==> src/hw/sar_adc_regs.vh <==
// Constants of the serial readout block: timing counts and result width.
`ifndef SAR_ADC_REGS_VH
`define SAR_ADC_REGS_VH
// ==========================================================
// Timing
`define CLK_PERIOD_NS        10
`define CONVERSION_TIME_NS   1300
`define CONVERSION_CYCLES    ((`CONVERSION_TIME_NS + `CLK_PERIOD_NS - 1) / `CLK_PERIOD_NS)
`define APERTURE_DELAY_NS    10
`define APERTURE_CYCLES      ((`APERTURE_DELAY_NS + `CLK_PERIOD_NS - 1) / `CLK_PERIOD_NS)
`define CALIBRATION_TIME_MS  500
`define CALIBRATION_CYCLES   (`CALIBRATION_TIME_MS * 100000)
`define RECAL_PULSES         1024
// ==========================================================
// Result word
`define RESULT_BITS          16
`endif

==> src/hw/sar_adc_serial_readout.v <==
// Conversion control, serial readout and recalibration of a SAR converter.
// How it works
// RULE1: rising edge of convert_start_select starts a conversion and holds the sample.
// RULE2: conversion runs to its end whatever convert_start_select does meanwhile.
// RULE3: one pin serves as chip select and as conversion start.
// RULE4: after conversion, low convert_start_select enables the output with the result; the code opens it only on a fall seen in ST_READY.
// RULE5: result leaves MSB first, changing on each falling serial clock edge.
// RULE6: output floats after the last bit or when the select rises.
// RULE7: host may capture on either serial clock edge; falling is faster.
// RULE8: host holds the serial data input high.
// RULE9: result is unipolar straight binary, rising with the input.
// RULE10: above reference minus one LSB gives all ones; below zero all zeros.
// RULE11: half reference gives MSB one and all other bits zero.
// RULE12: conversion time is fixed at 1300 ns, host cannot shorten it.
// RULE13: host sets acquisition time by when it raises the select again.
// RULE14: host clocks fast enough to read every bit within acquisition.
// RULE15: 1024 serial clock pulses in acquisition request self-calibration.
// RULE16: output low during calibration, released to high impedance after.
// RULE17: self-calibration lasts about 500 ms.
// RULE18: sample is held only after a short aperture delay.
// RULE19: host leaves quiet time before the next conversion start.
// RULE20: result width is 16, 14 or 12 bits, all shifted per conversion.
// RULE21: pulses are counted per acquisition; short bursts are reads, 1024 calibrates.
`timescale 1ns/100ps
`include "sar_adc_regs.vh"
module sar_adc_serial_readout #(
	parameter N            = `RESULT_BITS,
	parameter CAL_CYCLES   = `CALIBRATION_CYCLES,
	parameter CONV_CYCLES  = `CONVERSION_CYCLES,
	parameter APER_CYCLES  = `APERTURE_CYCLES,
	parameter RECAL_COUNT  = `RECAL_PULSES
) (
	// Clock, reset, enable
	input  wire         clk,
	input  wire         arst_n,
	input  wire         ce,
	// Analog stand-in: sample scaled so full reference equals 2**N
	input  wire [N:0]   analog_level,
	input  wire         analog_negative,
	// Serial pins
	input  wire         convert_start_select,
	input  wire         sclk,
	input  wire         sdi,
	output wire         sdo_out,
	output wire         sdo_oe,
	// Status
	output wire         busy,
	output wire         calibrating
);
	// ==========================================================
	// Pin synchronisation
	wire cs_s;
	wire sclk_s;
	wire sdi_s;
	sar_sync u_cs (
		.clk   (clk),
		.arst_n(arst_n),
		.ce    (ce),
		.din   (convert_start_select),
		.dout  (cs_s)
	);

	sar_sync u_sclk (
		.clk   (clk),
		.arst_n(arst_n),
		.ce    (ce),
		.din   (sclk),
		.dout  (sclk_s)
	);

	sar_sync u_sdi (
		.clk   (clk),
		.arst_n(arst_n),
		.ce    (ce),
		.din   (sdi),
		.dout  (sdi_s)
	);

	reg cs_d;
	reg sclk_d;
	wire cs_rise   = cs_s & ~cs_d;
	wire cs_fall   = ~cs_s & cs_d;
	wire sclk_rise = sclk_s & ~sclk_d;
	wire sclk_fall = ~sclk_s & sclk_d;

	// The delayed copies reset to the idle low level of both pins, so no false edge follows reset.
	always @(posedge clk or negedge arst_n) begin
		if (!arst_n) begin
			cs_d   <= 1'b0;
			sclk_d <= 1'b0;
		end else if (ce) begin
			cs_d   <= cs_s;
			sclk_d <= sclk_s;
		end
	end

	// ==========================================================
	// Quantizer
	wire [N-1:0] code;
	sar_quantizer #(.N(N)) u_quant (
		.level   (analog_level),
		.negative(analog_negative),
		.code    (code)
	);

	// ==========================================================
	// State machine
	localparam ST_ACQ   = 3'd0;
	localparam ST_APER  = 3'd1;
	localparam ST_CONV  = 3'd2;
	localparam ST_READY = 3'd3;
	localparam ST_SHIFT = 3'd4;
	localparam ST_CAL   = 3'd5;

	reg  [2:0]   state;
	reg  [2:0]   next_state;
	reg  [26:0]  timer;
	reg  [N-1:0] shift;
	reg  [5:0]   bits_left;
	reg  [10:0]  pulses;
	reg          drive;
	reg          data_out;

	// Events of the current cycle, decoded once and shared by the processes below.
	wire         in_acq;
	wire         pulses_full;
	wire         start_hit;
	wire         recal_hit;
	wire         open_hit;
	wire         step_hit;
	wire         last_bit;
	wire         timed_phase;
	wire         aper_done;
	wire         conv_done;
	wire         cal_done;
	wire         state_bad;

	// The same pin opens the read window and starts the next conversion.
	assign in_acq      = (state == ST_ACQ) || (state == ST_READY) || (state == ST_SHIFT);
	assign pulses_full = (pulses == RECAL_COUNT[10:0] - 11'h1);
	assign start_hit   = in_acq && cs_rise; //RULE3
	assign recal_hit   = in_acq && !cs_rise && sclk_rise && pulses_full; //RULE15
	assign open_hit    = (state == ST_READY) && !cs_rise && !recal_hit && cs_fall; //RULE4
	assign step_hit    = (state == ST_SHIFT) && !cs_rise && sclk_fall && drive; //RULE5
	assign last_bit    = (bits_left == 6'h1);
	assign timed_phase = (state == ST_APER) || (state == ST_CONV) || (state == ST_CAL);
	assign aper_done   = (state == ST_APER) && (timer >= APER_CYCLES - 1); //RULE18
	assign conv_done   = (state == ST_CONV) && (timer >= CONV_CYCLES - 1); //RULE12
	assign cal_done    = (state == ST_CAL) && (timer >= CAL_CYCLES - 1); //RULE17
	assign state_bad   = (state > ST_CAL);

	always @* begin
		next_state = state;
		case (state)
			ST_ACQ, ST_READY, ST_SHIFT: begin
				if (start_hit) begin
					next_state = ST_APER; //RULE1
				end else if (recal_hit) begin
					next_state = ST_CAL; //RULE21
				end else if (open_hit) begin
					next_state = ST_SHIFT; //RULE4
				end
			end
			ST_APER: begin
				if (aper_done) begin
					next_state = ST_CONV; //RULE18
				end
			end
			ST_CONV: begin
				// The select pin is not looked at here; conversion always runs its full length.
				if (conv_done) begin
					next_state = ST_READY; //RULE2
				end
			end
			ST_CAL: begin
				if (cal_done) begin
					next_state = ST_ACQ; //RULE16
				end
			end
			default: begin
				next_state = ST_ACQ;
			end
		endcase
	end

	always @(posedge clk or negedge arst_n) begin
		if (!arst_n) begin
			state <= ST_ACQ;
		end else if (ce) begin
			state <= next_state;
		end
	end

	// ==========================================================
	// Phase timer
	// The 27-bit timer covers the 500 ms calibration default at 100 MHz, with room for up to 134217728 cycles, about 1.34 s.
	always @(posedge clk or negedge arst_n) begin
		if (!arst_n) begin
			timer <= 27'h0;
		end else if (ce) begin
			if (start_hit || recal_hit || aper_done || conv_done || cal_done) begin
				timer <= 27'h0;
			end else if (timed_phase) begin
				timer <= timer + 27'h1; //RULE2
			end
		end
	end

	// ==========================================================
	// Serial clock pulse counter
	// Every rise in acquisition, ready or shift counts, data bits included, so an overlong read burst becomes a recalibration.
	always @(posedge clk or negedge arst_n) begin
		if (!arst_n) begin
			pulses <= 11'h0;
		end else if (ce) begin
			if (start_hit || recal_hit || conv_done) begin
				pulses <= 11'h0; //RULE21
			end else if (in_acq && sclk_rise) begin
				pulses <= pulses + 11'h1; //RULE21
			end
		end
	end

	// ==========================================================
	// Result shift register
	// Each bit loads the held sample at the end of the aperture and takes its lower neighbour per step; bit 0 takes zero.
	genvar gi;
	generate
		for (gi = 0; gi < N; gi = gi + 1) begin : g_shift
			wire lower_bit;
			if (gi == 0) begin : g_lsb
				assign lower_bit = 1'b0;
			end else begin : g_upper
				assign lower_bit = shift[gi-1];
			end
			always @(posedge clk or negedge arst_n) begin
				if (!arst_n) begin
					shift[gi] <= 1'b0;
				end else if (ce) begin
					if (aper_done) begin
						shift[gi] <= code[gi]; //RULE9
					end else if (step_hit && !last_bit) begin
						shift[gi] <= lower_bit; //RULE5
					end
				end
			end
		end
	endgenerate

	always @(posedge clk or negedge arst_n) begin
		if (!arst_n) begin
			bits_left <= 6'h0;
		end else if (ce) begin
			if (open_hit) begin
				bits_left <= N[5:0]; //RULE20
			end else if (step_hit) begin
				if (last_bit) begin
					bits_left <= 6'h0;
				end else begin
					bits_left <= bits_left - 6'h1; //RULE20
				end
			end
		end
	end

	// ==========================================================
	// Serial output drive
	// A select lowered before the conversion ends opens nothing; only a fall seen when ready does.
	always @(posedge clk or negedge arst_n) begin
		if (!arst_n) begin
			drive <= 1'b0;
		end else if (ce) begin
			if (start_hit) begin
				drive <= 1'b0; //RULE6
			end else if (recal_hit) begin
				drive <= 1'b1; //RULE16
			end else if (open_hit) begin
				drive <= 1'b1; //RULE4
			end else if (step_hit && last_bit) begin
				drive <= 1'b0; //RULE6
			end else if (cal_done || state_bad) begin
				drive <= 1'b0; //RULE16
			end
		end
	end

	always @(posedge clk or negedge arst_n) begin
		if (!arst_n) begin
			data_out <= 1'b0;
		end else if (ce) begin
			if (recal_hit) begin
				data_out <= 1'b0; //RULE16
			end else if (open_hit) begin
				data_out <= shift[N-1]; //RULE5
			end else if (step_hit && !last_bit) begin
				data_out <= shift[N-2]; //RULE5
			end
		end
	end

	// ==========================================================
	// Outputs
	assign sdo_out     = data_out;
	assign sdo_oe      = drive;
	assign busy        = (state == ST_APER) || (state == ST_CONV);
	assign calibrating = (state == ST_CAL);
	// The serial data input is expected high and is not otherwise used.
	wire unused_sdi = sdi_s;
endmodule

==> src/hw/sar_quantizer.v <==
// Maps a sampled input, held in reference units, onto an unsigned straight-binary code.
`timescale 1ns/100ps
module sar_quantizer #(
	parameter N = 16
) (
	// Sample in, scaled so that full reference is 2**N; negative values arrive as a flag
	input  wire [N:0]   level,
	input  wire         negative,
	// Code out
	output reg  [N-1:0] code
);
	always @* begin
		if (negative) begin
			code = {N{1'b0}}; //RULE10
		end else if (level[N]) begin
			code = {N{1'b1}}; //RULE10
		end else begin
			code = level[N-1:0]; //RULE9 RULE11
		end
	end
endmodule

==> src/hw/sar_sync.v <==
// Two-stage synchroniser for one pin input.
`timescale 1ns/100ps
module sar_sync (
	// Clock and reset
	input  wire clk,
	input  wire arst_n,
	input  wire ce,
	// Data
	input  wire din,
	output wire dout
);
	reg meta;
	reg stable;
	always @(posedge clk or negedge arst_n) begin
		if (!arst_n) begin
			meta   <= 1'b0;
			stable <= 1'b0;
		end else if (ce) begin
			meta   <= din;
			stable <= meta;
		end
	end
	assign dout = stable;
endmodule

==> config.mk <==
export PLATFORM = sky130hd
export DESIGN_NAME = sar_adc_serial_readout
export DESIGN_NICKNAME = d
export VERILOG_FILES = /design/src/hw/sar_adc_serial_readout.v /design/src/hw/sar_quantizer.v /design/src/hw/sar_sync.v
export VERILOG_INCLUDE_DIRS = /design/src /design/src/hw
export SDC_FILE = /design/constraint.sdc
export NUM_CORES = 1
export LEC_CHECK = 0
export BUFFER_PORTS_ARGS = -buffer_cell sky130_fd_sc_hd__buf_4
export CAP_MARGIN = 25
export CORE_MARGIN = 8
export CORE_UTILIZATION = 50
export CTS_BUF_LIST = sky130_fd_sc_hd__clkbuf_4
export CTS_CLUSTER_DIAMETER = 40
export DETAILED_ROUTE_END_ITERATION = 8
export GPL_TIMING_DRIVEN = 0
export PLACE_DENSITY = 0.73
export SYNTH_ARGS = -nofsm -noshare
export SYNTH_HDL_FRONTEND = slang
export SYNTH_SLANG_ARGS = --single-unit
export TNS_END_PERCENT = 100
==> constraint.sdc <==
create_clock -name clk -period 2.5 [get_ports clk]
set_input_delay 0.5 -clock clk [delete_from_list [all_inputs] [get_ports clk]]
set_output_delay 0.5 -clock clk [all_outputs]
set_load 0.02 [all_outputs]
Word level (Yosys, flattened, before mapping)
Index checks and enable logic that the tools add are counted.
{"block": "classes", "eq_ne": 10, "bitwise_logic": 8, "order_cmp": 3, "n_reduce_logical": 43, "addsub": 3, "muxes": 54}
{"operator": "2-to-1 mux 27 bit", "n": 2}
{"operator": "2-to-1 mux 1 bit", "n": 39}
{"operator": "2-to-1 mux 16 bit", "n": 2}
{"operator": "adder 27 x 1 -> 27 bit, second input constant", "n": 1}
{"operator": "greater-or-equal comparator 27 x 26 -> 1 bit, second input constant", "n": 1}
{"operator": "greater-or-equal comparator 27 x 8 -> 1 bit, second input constant", "n": 1}
{"operator": "2-to-1 mux 11 bit", "n": 2}
{"operator": "2-to-1 mux 6 bit", "n": 3}
{"operator": "logical AND 1 bit", "n": 15}
{"operator": "2-to-1 mux 3 bit", "n": 5}
{"operator": "case mux 3 bit (4 select lines)", "n": 1}
{"operator": "AND reduction 2 bit", "n": 6}
{"operator": "adder 11 x 1 -> 11 bit, second input constant", "n": 1}
{"operator": "equality test 11 x 10 -> 1 bit, second input constant", "n": 1}
{"operator": "logical OR 1 bit", "n": 10}
{"operator": "nonzero test 2 bit", "n": 4}
{"operator": "equality test 3 x 2 -> 1 bit, second input constant", "n": 2}
{"operator": "equality test 3 bit, second input constant", "n": 2}
{"operator": "equality test 6 x 1 -> 1 bit, second input constant", "n": 1}
{"operator": "subtractor 6 x 1 -> 6 bit, second input constant", "n": 1}
{"operator": "nonzero test 5 bit", "n": 1}
{"operator": "bitwise AND 1 bit", "n": 4}
{"operator": "!= test 4 bit, second input constant", "n": 1}
{"operator": "NOT 1 bit", "n": 4}
{"operator": "other kinds (9)", "n": 11}
{"block": "totals", "word_cells": 149, "out_inout_bits": 4, "ff_bits": 71, "inputBits": 24}

Depth between registers and ports, before layout
Gate-level depths: netlist (run 1).
{"block": "logic_depth", "ltp_word": 13, "mapped_depth": 10, "depth_no_buf": 8}

Modules after synthesis
A second synthesis (run 1) with hierarchy kept.
{"block": "hier_totals", "hier_cells": 454, "area_unflattened_um2": 4326.6}
{"mod": "sar_adc_serial_readout", "cells_per_inst": 427, "seq_area_each_um2": 1676.6, "n_inst": 1, "area_each_um2": 3990.1}
{"mod": "sar_quantizer", "cells_per_inst": 19, "seq_area_each_um2": 0.0, "n_inst": 1, "area_each_um2": 191.4}
{"mod": "sar_sync", "cells_per_inst": 4, "seq_area_each_um2": 50.0, "n_inst": 2, "area_each_um2": 72.6}

Worst setup path before layout (run 1)
No wires, ideal clock.
{"block": "synth_timing", "kind": "register to register", "startpoint": "register timer[0]", "endpoint": "register timer[10]", "t_arrival_ns": 2.166, "setup_ns": 0.121, "t_required_ns": 2.379, "path_stages_with_launch": 10, "slack_ns": 0.213, "path_buffers": 2, "path_cell_list": "dfrtp_1 -> ha_1 -> a21oi_1 -> or3_4 -> a2111oi_4 -> or2_2 -> clkbuf_1 -> nor3_4 -> buf_6 -> a22o_1"}
{"block": "synth_between", "elab_chain_cells": 6, "elab_cells_between_ends": 11, "classes_between": "add/sub (1); order compare (2); mux (2); reduce/logical (6)"}
{"item": "start, declared", "line": "sar_adc_serial_readout.v:117", "rtl": "reg [26:0] timer;"}
{"item": "start signal, assigned", "line": "sar_adc_serial_readout.v:204", "rtl": "timer <= timer + 27'h1;"}
{"item": "greater-or-equal comparator 27 x 8 -> 1 bit", "line": "sar_adc_serial_readout.v:148", "rtl": "assign conv_done = (state == ST_CONV) && (timer >= CONV_CYCLES - 1);"}
{"item": "logical AND 1 bit", "line": "sar_adc_serial_readout.v:148"}
{"item": "logical OR 1 bit (2 in series)", "line": "sar_adc_serial_readout.v:201", "rtl": "if (start_hit || recal_hit || aper_done || conv_done || cal_done) begin"}
{"item": "nonzero test 2 bit (no source line)"}
{"item": "AND reduction 2 bit (no source line)"}
Several ways; a longest one is shown, not always the timed one. The select of a mux whose other input is x is not followed.
A chain may end at the register's enable or synchronous reset.

Final worst setup path (run 1)
{"block": "layout_timing", "startpoint": "register timer[0]", "endpoint": "register timer[23]"}
Same word-level chain as after synthesis.

==> results.json, run 1 <==
{
  "clockBufferDepth": 2,
  "p_sw_share_pct": 42.3,
  "port_buffers": 24,
  "vias": 3767,
  "intPower_uw": 2550,
  "drt-total-wl_um": 9830,
  "dpl-instance-area_mm2": 0.00449,
  "final_common_cell": "dfrtp_1",
  "initial_core_util_pct": 51.1,
  "worstPathRequired_ps": 2860,
  "wire_per_inst_um": 15.7,
  "ys_seq_area_share_pct": 42.5,
  "drt.antenna.violating_nets": 0,
  "crit_fanout": 10,
  "antenna_found_initial": 0,
  "numCtsBuffers": 9,
  "grtUsageTotal_pct": 17.6,
  "area_growth_pct": 13.2,
  "period_share_pct": 95.8,
  "drt_iter0_markers": 183,
  "vias_per_cell": 6.03,
  "cts_tree": "yes",
  "worst_pin_slew_ps": 884,
  "postSynthCellCount": 478,
  "cts.clk_slew.worst_paths_ps": 120,
  "grt_pass1_wl_um": 16700,
  "antennaDiodeCount": 0,
  "power_switching_uw": 1870,
  "ios": 28,
  "syn_area_mm2": 0.00418,
  "die_x_um": 107,
  "max-slew-margin-rel_pct": 41.1,
  "coreArea_mm2": 0.00818,
  "synth_fp_nets": 507,
  "slowest_stage": "dfrtp_2",
  "cpMostUsedCell": "buf_6",
  "path_class": "reg2reg",
  "slowest_delay_ps": 460,
  "final.min_clock_period_ps": 2390,
  "yosysUniqueCellTypes": 65,
  "hold_class": "in2async",
  "grt_pass1_vias": 3587,
  "synth_edf_count": 0,
  "dp.cells": 607,
  "utilization_pct": 57.9,
  "skew_ps": 15.5,
  "ys_warn_count": 0,
  "p_leak_uw": 0.00200,
  "overflow": 0,
  "rows": 33,
  "hold_viol": 0,
  "critPathCaptureType": "flop",
  "ys.flop_type": "dfrtp_1",
  "fmax_ghz": 0.418,
  "setup_viol_count_final": 0,
  "final_cells": 625,
  "grt_max_degree": 72,
  "die-area_mm2": 0.0115,
  "drt_pass1_iterations": 5,
  "routabilityCongestion": 0.874,
  "nNetsFinal": 545,
  "clock_latency_ps": 420,
  "critPathArrivalTime_ps": 2750,
  "syn_area_per_cell_um2": 8.74,
  "dpl.hpwl_um": 6950,
  "post-route-drc-count": 0,
  "p_seq_share_pct": 38.7,
  "place_ws_ps": -266,
  "ys_seq_elements": 71,
  "ctsHtreeMaxLevel": 3,
  "cellPowerDensity_mw_per_mm2": 933,
  "p_clk_share_pct": 15.8,
  "layout_common_cells": "68 x dfrtp_1, 58 x nor2_1, 46 x nand2_1",
  "ir_drop_mv": 0.465,
  "design_area_mm2": 0.00473,
  "numClockSinks": 71,
  "drive_gt1_share_pct": 17.7,
  "cap_violations": 0,
  "path_cells": "ha_1 > or4_4 > o21ai_4 > a31oi_4 > or2_0 > buf_6 > nor3_4 > buf_6 > a22o_1",
  "p_comb_share_pct": 45.5,
  "status": "finished clean",
  "async_reset_ff_share_pct": 100,
  "start_kind": "flop",
  "die_h_um": 107,
  "ctsRootBufferMaster": "clkbuf_4",
  "slew_violations": 0,
  "fin_ws_ps": 105
}
==> cells in the mapped netlist, types with 2 or more instances <==
cell	count	area, µm²
and3_1	5	31.3
dfrtp_1	71	1780
o21ai_0	28	140
a31o_2	9	78.8
o31ai_1	12	90.1
buf_6	3	33.8
inv_1	18	67.6
nand4b_1	2	17.5
nand4_1	11	68.8
and3b_1	2	17.5
a21o_1	3	22.5
clkbuf_1	17	63.8
a31oi_1	6	37.5
and2_1	2	12.5
nor2_2	4	25.0
o41ai_1	4	35.0
or4_1	4	30.0
nand2b_1	8	50.1
o22ai_1	5	31.3
nor2b_1	8	50.1
ha_1	5	62.6
nor2_1	58	218
o311ai_0	3	26.3
xnor2_1	8	70.1
nor4_1	2	12.5
a22o_1	15	131
xor2_1	2	17.5
nand3_1	20	100
nand2_1	46	173
nor3_1	30	150
buf_2	3	15.0
mux2_2	7	78.8
a32oi_1	3	26.3
and4_1	3	26.3
a21oi_1	21	105
==> through the flow <==
step / total power [µW] / hold slack [ps] / TNS [ps]
after CTS: 4260 / 217 / 0
after global routing: 4750 / 249 / -20.3
after global placement: 3490 / 459 / -2510
after floorplan: 3030 / 204 / 0
after detailed placement: 3550 / 462 / -3010
final: 4420 / 176 / 0
==> final timing paths <==
| path | from | depth (start not counted) | to | slack (ps) |
|---|---|---|---|---|
| max reg2reg | timer[0] | 9 | timer[23] | 110 |
| min | arst_n | 1 | g_shift[3].lower_bit | 180 |
| min reg2reg | bits_left[5] | 1 | bits_left[5] | 490 |
| max in group asynchronous | arst_n | 1 | timer[1] | 1680 |
| max | timer[0] | 9 | timer[23] | 110 |
| min in group clk | sclk | 2 | u_sclk.meta | 300 |
==> final cells by class <==
| class | instances | area (µm²) |
|---|---|---|
| buffer | 21 | 109 |
| clock buffer | 9 | 67.6 |
| clock inverter | 6 | 61.3 |
| fill | 731 | 3450 |
| inverter | 19 | 71.3 |
| multi-input combinational | 364 | 2280 |
| sequential | 71 | 1780 |
| tap | 105 | 131 |
| timing repair buffer | 30 | 225 |
==> power groups by stage <==
stage / clock, µW / sequential [µW] / combinational (µW)
CTS: 722 / 1690 / 1850
global route: 765 / 1760 / 2230
detailed placement: 0 / 1720 / 1830
global placement: 0 / 1700 / 1790
finish: 699 / 1710 / 2010
floorplan: 0 / 1660 / 1380
==> flip-flops by register name, indices dropped and copies added, names as in the netlist, 3 cells and up <==
name               cells
state                  3
bits_left              6
pulses                11
g_shift.lower_bit     15
timer                 27
==> cells by family (layout without fill, tap and decap cells) <==
kind of cell             after synthesis  count (layout)  share of synthesized area (%)
AND/OR/NAND/NOR                      215             215                           25.7
XOR/XNOR                              10              10                           2.10
multiplexers                           7               7                           1.89
adder cells (fa/ha/maj)                5               5                           1.50
AO/OA/AOI/OAI                        127             127                           21.8
buffers and inverters                 43              85                           4.49
flip-flops                            71              71                           42.5
==> repair_timing <==
action / CTS / global route
hold buffers: 0 / 0
gates resized for setup: 4 / 15
setup endpoints to repair: 26 / 36
buffers inserted: 0 / 6
pin swaps: 1 / 4
==> routing by layer <==
| layer | GRT usage [%] | routed length, µm |
|---|---|---|
| met1 | 22.5 | 4400 |
| met3 | 3.53 | 477 |
| met5 | 0 | 0 |
| met4 | 4.56 | 115 |
| met2 | 29.6 | 4840 |
==> critical path: cells and delay by family (launching register included) <==
family	cells	cell delay (ps)
simple gates	3	890
flops	1	460
buf+inv	2	330
compound gates	3	460
fa+ha+maj	1	200
Note: power is estimated with default switching activity, not from simulation.
==> run 2, diff against run 1 <==
- PLACE_DENSITY: 0.73 -> 0.68
==> results.json, run 2 (synthesized netlist as in run 1, its figures left out) <==
{
  "vias_per_cell": 5.89,
  "layout_common_cells": "70 x dfrtp_1, 58 x nor2_1, 46 x nand2_1",
  "numCtsBuffers": 9,
  "antenna_found_initial": 0,
  "port_buffers": 24,
  "antennaDiodeCount": 0,
  "die-area_mm2": 0.0115,
  "ios": 28,
  "p_sw_share_pct": 40.2,
  "rsz0062_at_grt": "yes",
  "ctsRootBufferMaster": "clkbuf_4",
  "intPower_uw": 2890,
  "max-slew-margin-rel_pct": 40.7,
  "status": "finished clean",
  "skew_ps": 18.4,
  "r2r_slack_ps": 50,
  "cts.clk_slew.worst_paths_ps": 120,
  "start_kind": "flop",
  "ir_drop_mv": 0.540,
  "initial_core_util_pct": 51.1,
  "reg2reg_depth": 9,
  "critPathCaptureType": "flop",
  "worstReg2RegStart": "timer[6]",
  "rows": 33,
  "clock_latency_ps": 430,
  "cellPowerDensity_mw_per_mm2": 991,
  "p_seq_share_pct": 35.2,
  "area_growth_pct": 16.7,
  "drive_gt1_share_pct": 18.9,
  "crit_fanout": 7,
  "power_switching_uw": 1940,
  "wire_per_inst_um": 16.1,
  "clockBufferDepth": 2,
  "fmax_ghz": 0.408,
  "largest_reg_flops": 27,
  "ctsHtreeMaxLevel": 3,
  "whs_ps": 186,
  "grt_pass1_wl_um": 17000,
  "regMostFlops": "timer",
  "final_common_cell": "dfrtp_1",
  "numClockSinks": 71,
  "dpl.hpwl_um": 7070,
  "r2r_end": "timer[14]",
  "p_clk_share_pct": 19.2,
  "worstPathRequired_ps": 2860,
  "die_x_um": 107,
  "drt_pass1_iterations": 5,
  "grtUsageTotal_pct": 17.9,
  "setup_viol_count_final": 0,
  "routabilityCongestion": 0.826,
  "hold_viol": 0,
  "place_ws_ps": -326,
  "worst_pin_slew_ps": 889,
  "path_class": "reg2reg",
  "final.min_clock_period_ps": 2450,
  "p_leak_uw": 0.00208,
  "vias": 3742,
  "period_share_pct": 98.0,
  "final.setup.tns_ps": 0,
  "coreArea_mm2": 0.00818,
  "overflow": 0,
  "die_h_um": 107,
  "drt_iter0_markers": 140,
  "slew_violations": 0,
  "cts_tree": "yes",
  "fin_ws_ps": 50.9,
  "drt-total-wl_um": 10200,
  "finalPower_uw": 4830,
  "grt_pass1_vias": 3612,
  "grt_max_degree": 72,
  "cap_violations": 0,
  "critPathArrivalTime_ps": 2810,
  "hold_class": "in2async",
  "p_comb_share_pct": 45.6,
  "nNetsFinal": 554,
  "drt.antenna.violating_nets": 0,
  "post-route-drc-count": 0
}
run 2: changes by cell type in the layout (fill, tap and decap cells not counted), moves of 2 or more:
cell        previous run  this run
buf_4                 30        38
buf_6                  3         5
bufinv_16              1         3
clkinv_2               2         0
clkinvlp_4             0         2
dfrtp_1               68        70
dfrtp_2                3         1
run 2: repair_timing:
action,4_1_cts,5_1_grt
hold buffers,0,0
gates cloned,0,1
gates resized for setup,4,23
buffers inserted,0,14
setup endpoints to repair,36,26
pin swaps,1,16
run 2: critical path, cell delays in order, from the launching register on:
cell,delay (ps)
dfrtp_1,470
or4_4,580
o21ai_4,200
a31oi_4,140
or2_1,250
buf_6,130
nor3_4,230
buf_6,150
buf_6,110
a22o_1,120
run 2: how the worst max path moves through the flow:
stage / startpoint / endpoint / cells past startpoint
global route: timer[1] / timer[19] / 11
detailed placement: timer[11] / timer[18] / 7
finish: timer[6] / timer[14] / 9
global placement: timer[11] / timer[24] / 7
floorplan: timer[0] / timer[10] / 9
CTS: pulses[0] / timer[0] / 7
run 2: power groups by stage:
stage / Clock (µW) / Combinational [µW] / Sequential [µW]
4_1_cts: 952 / 1860 / 1690
3_3_place_gp: 0 / 1800 / 1710
6_report: 928 / 2200 / 1700
3_5_place_dp: 0 / 1850 / 1720
2_1_floorplan: 0 / 1380 / 1660
5_1_grt: 991 / 2430 / 1750
run 2: cell type report:
cell class / count / area [µm²]
fill: 717 / 3300
tap: 105 / 131
timing repair buffer: 39 / 300
clock inverter: 6 / 109
clock buffer: 10 / 75.1
buffer: 21 / 111
sequential: 71 / 1780
inverter: 19 / 71.3
multi-input combinational: 364 / 2300
run 2: routing by layer:
| metal | GRT usage, % | vias to the layer above | wire [µm] |
|---|---|---|---|
| met3 | 3.29 | 14 | 397 |
| met5 | 0 | - | 0 |
| met4 | 6.14 | 0 | 160 |
| met1 | 22.2 | 1813 | 4550 |
| met2 | 30.7 | 77 | 5130 |
| li1 | - | 1838 | - |
run 2: metrics by stage:
| stage | area [µm²] | utilization, % | instances |
|---|---|---|---|
| floorplan | 4180 | - | 478 |
| global placement | 4490 | 54.9 | 607 |
| detailed placement | 4490 | 54.9 | 607 |
| CTS | 4690 | 57.3 | 620 |
| global route | 4870 | 59.6 | 635 |
| finish | 4870 | 59.6 | 635 |
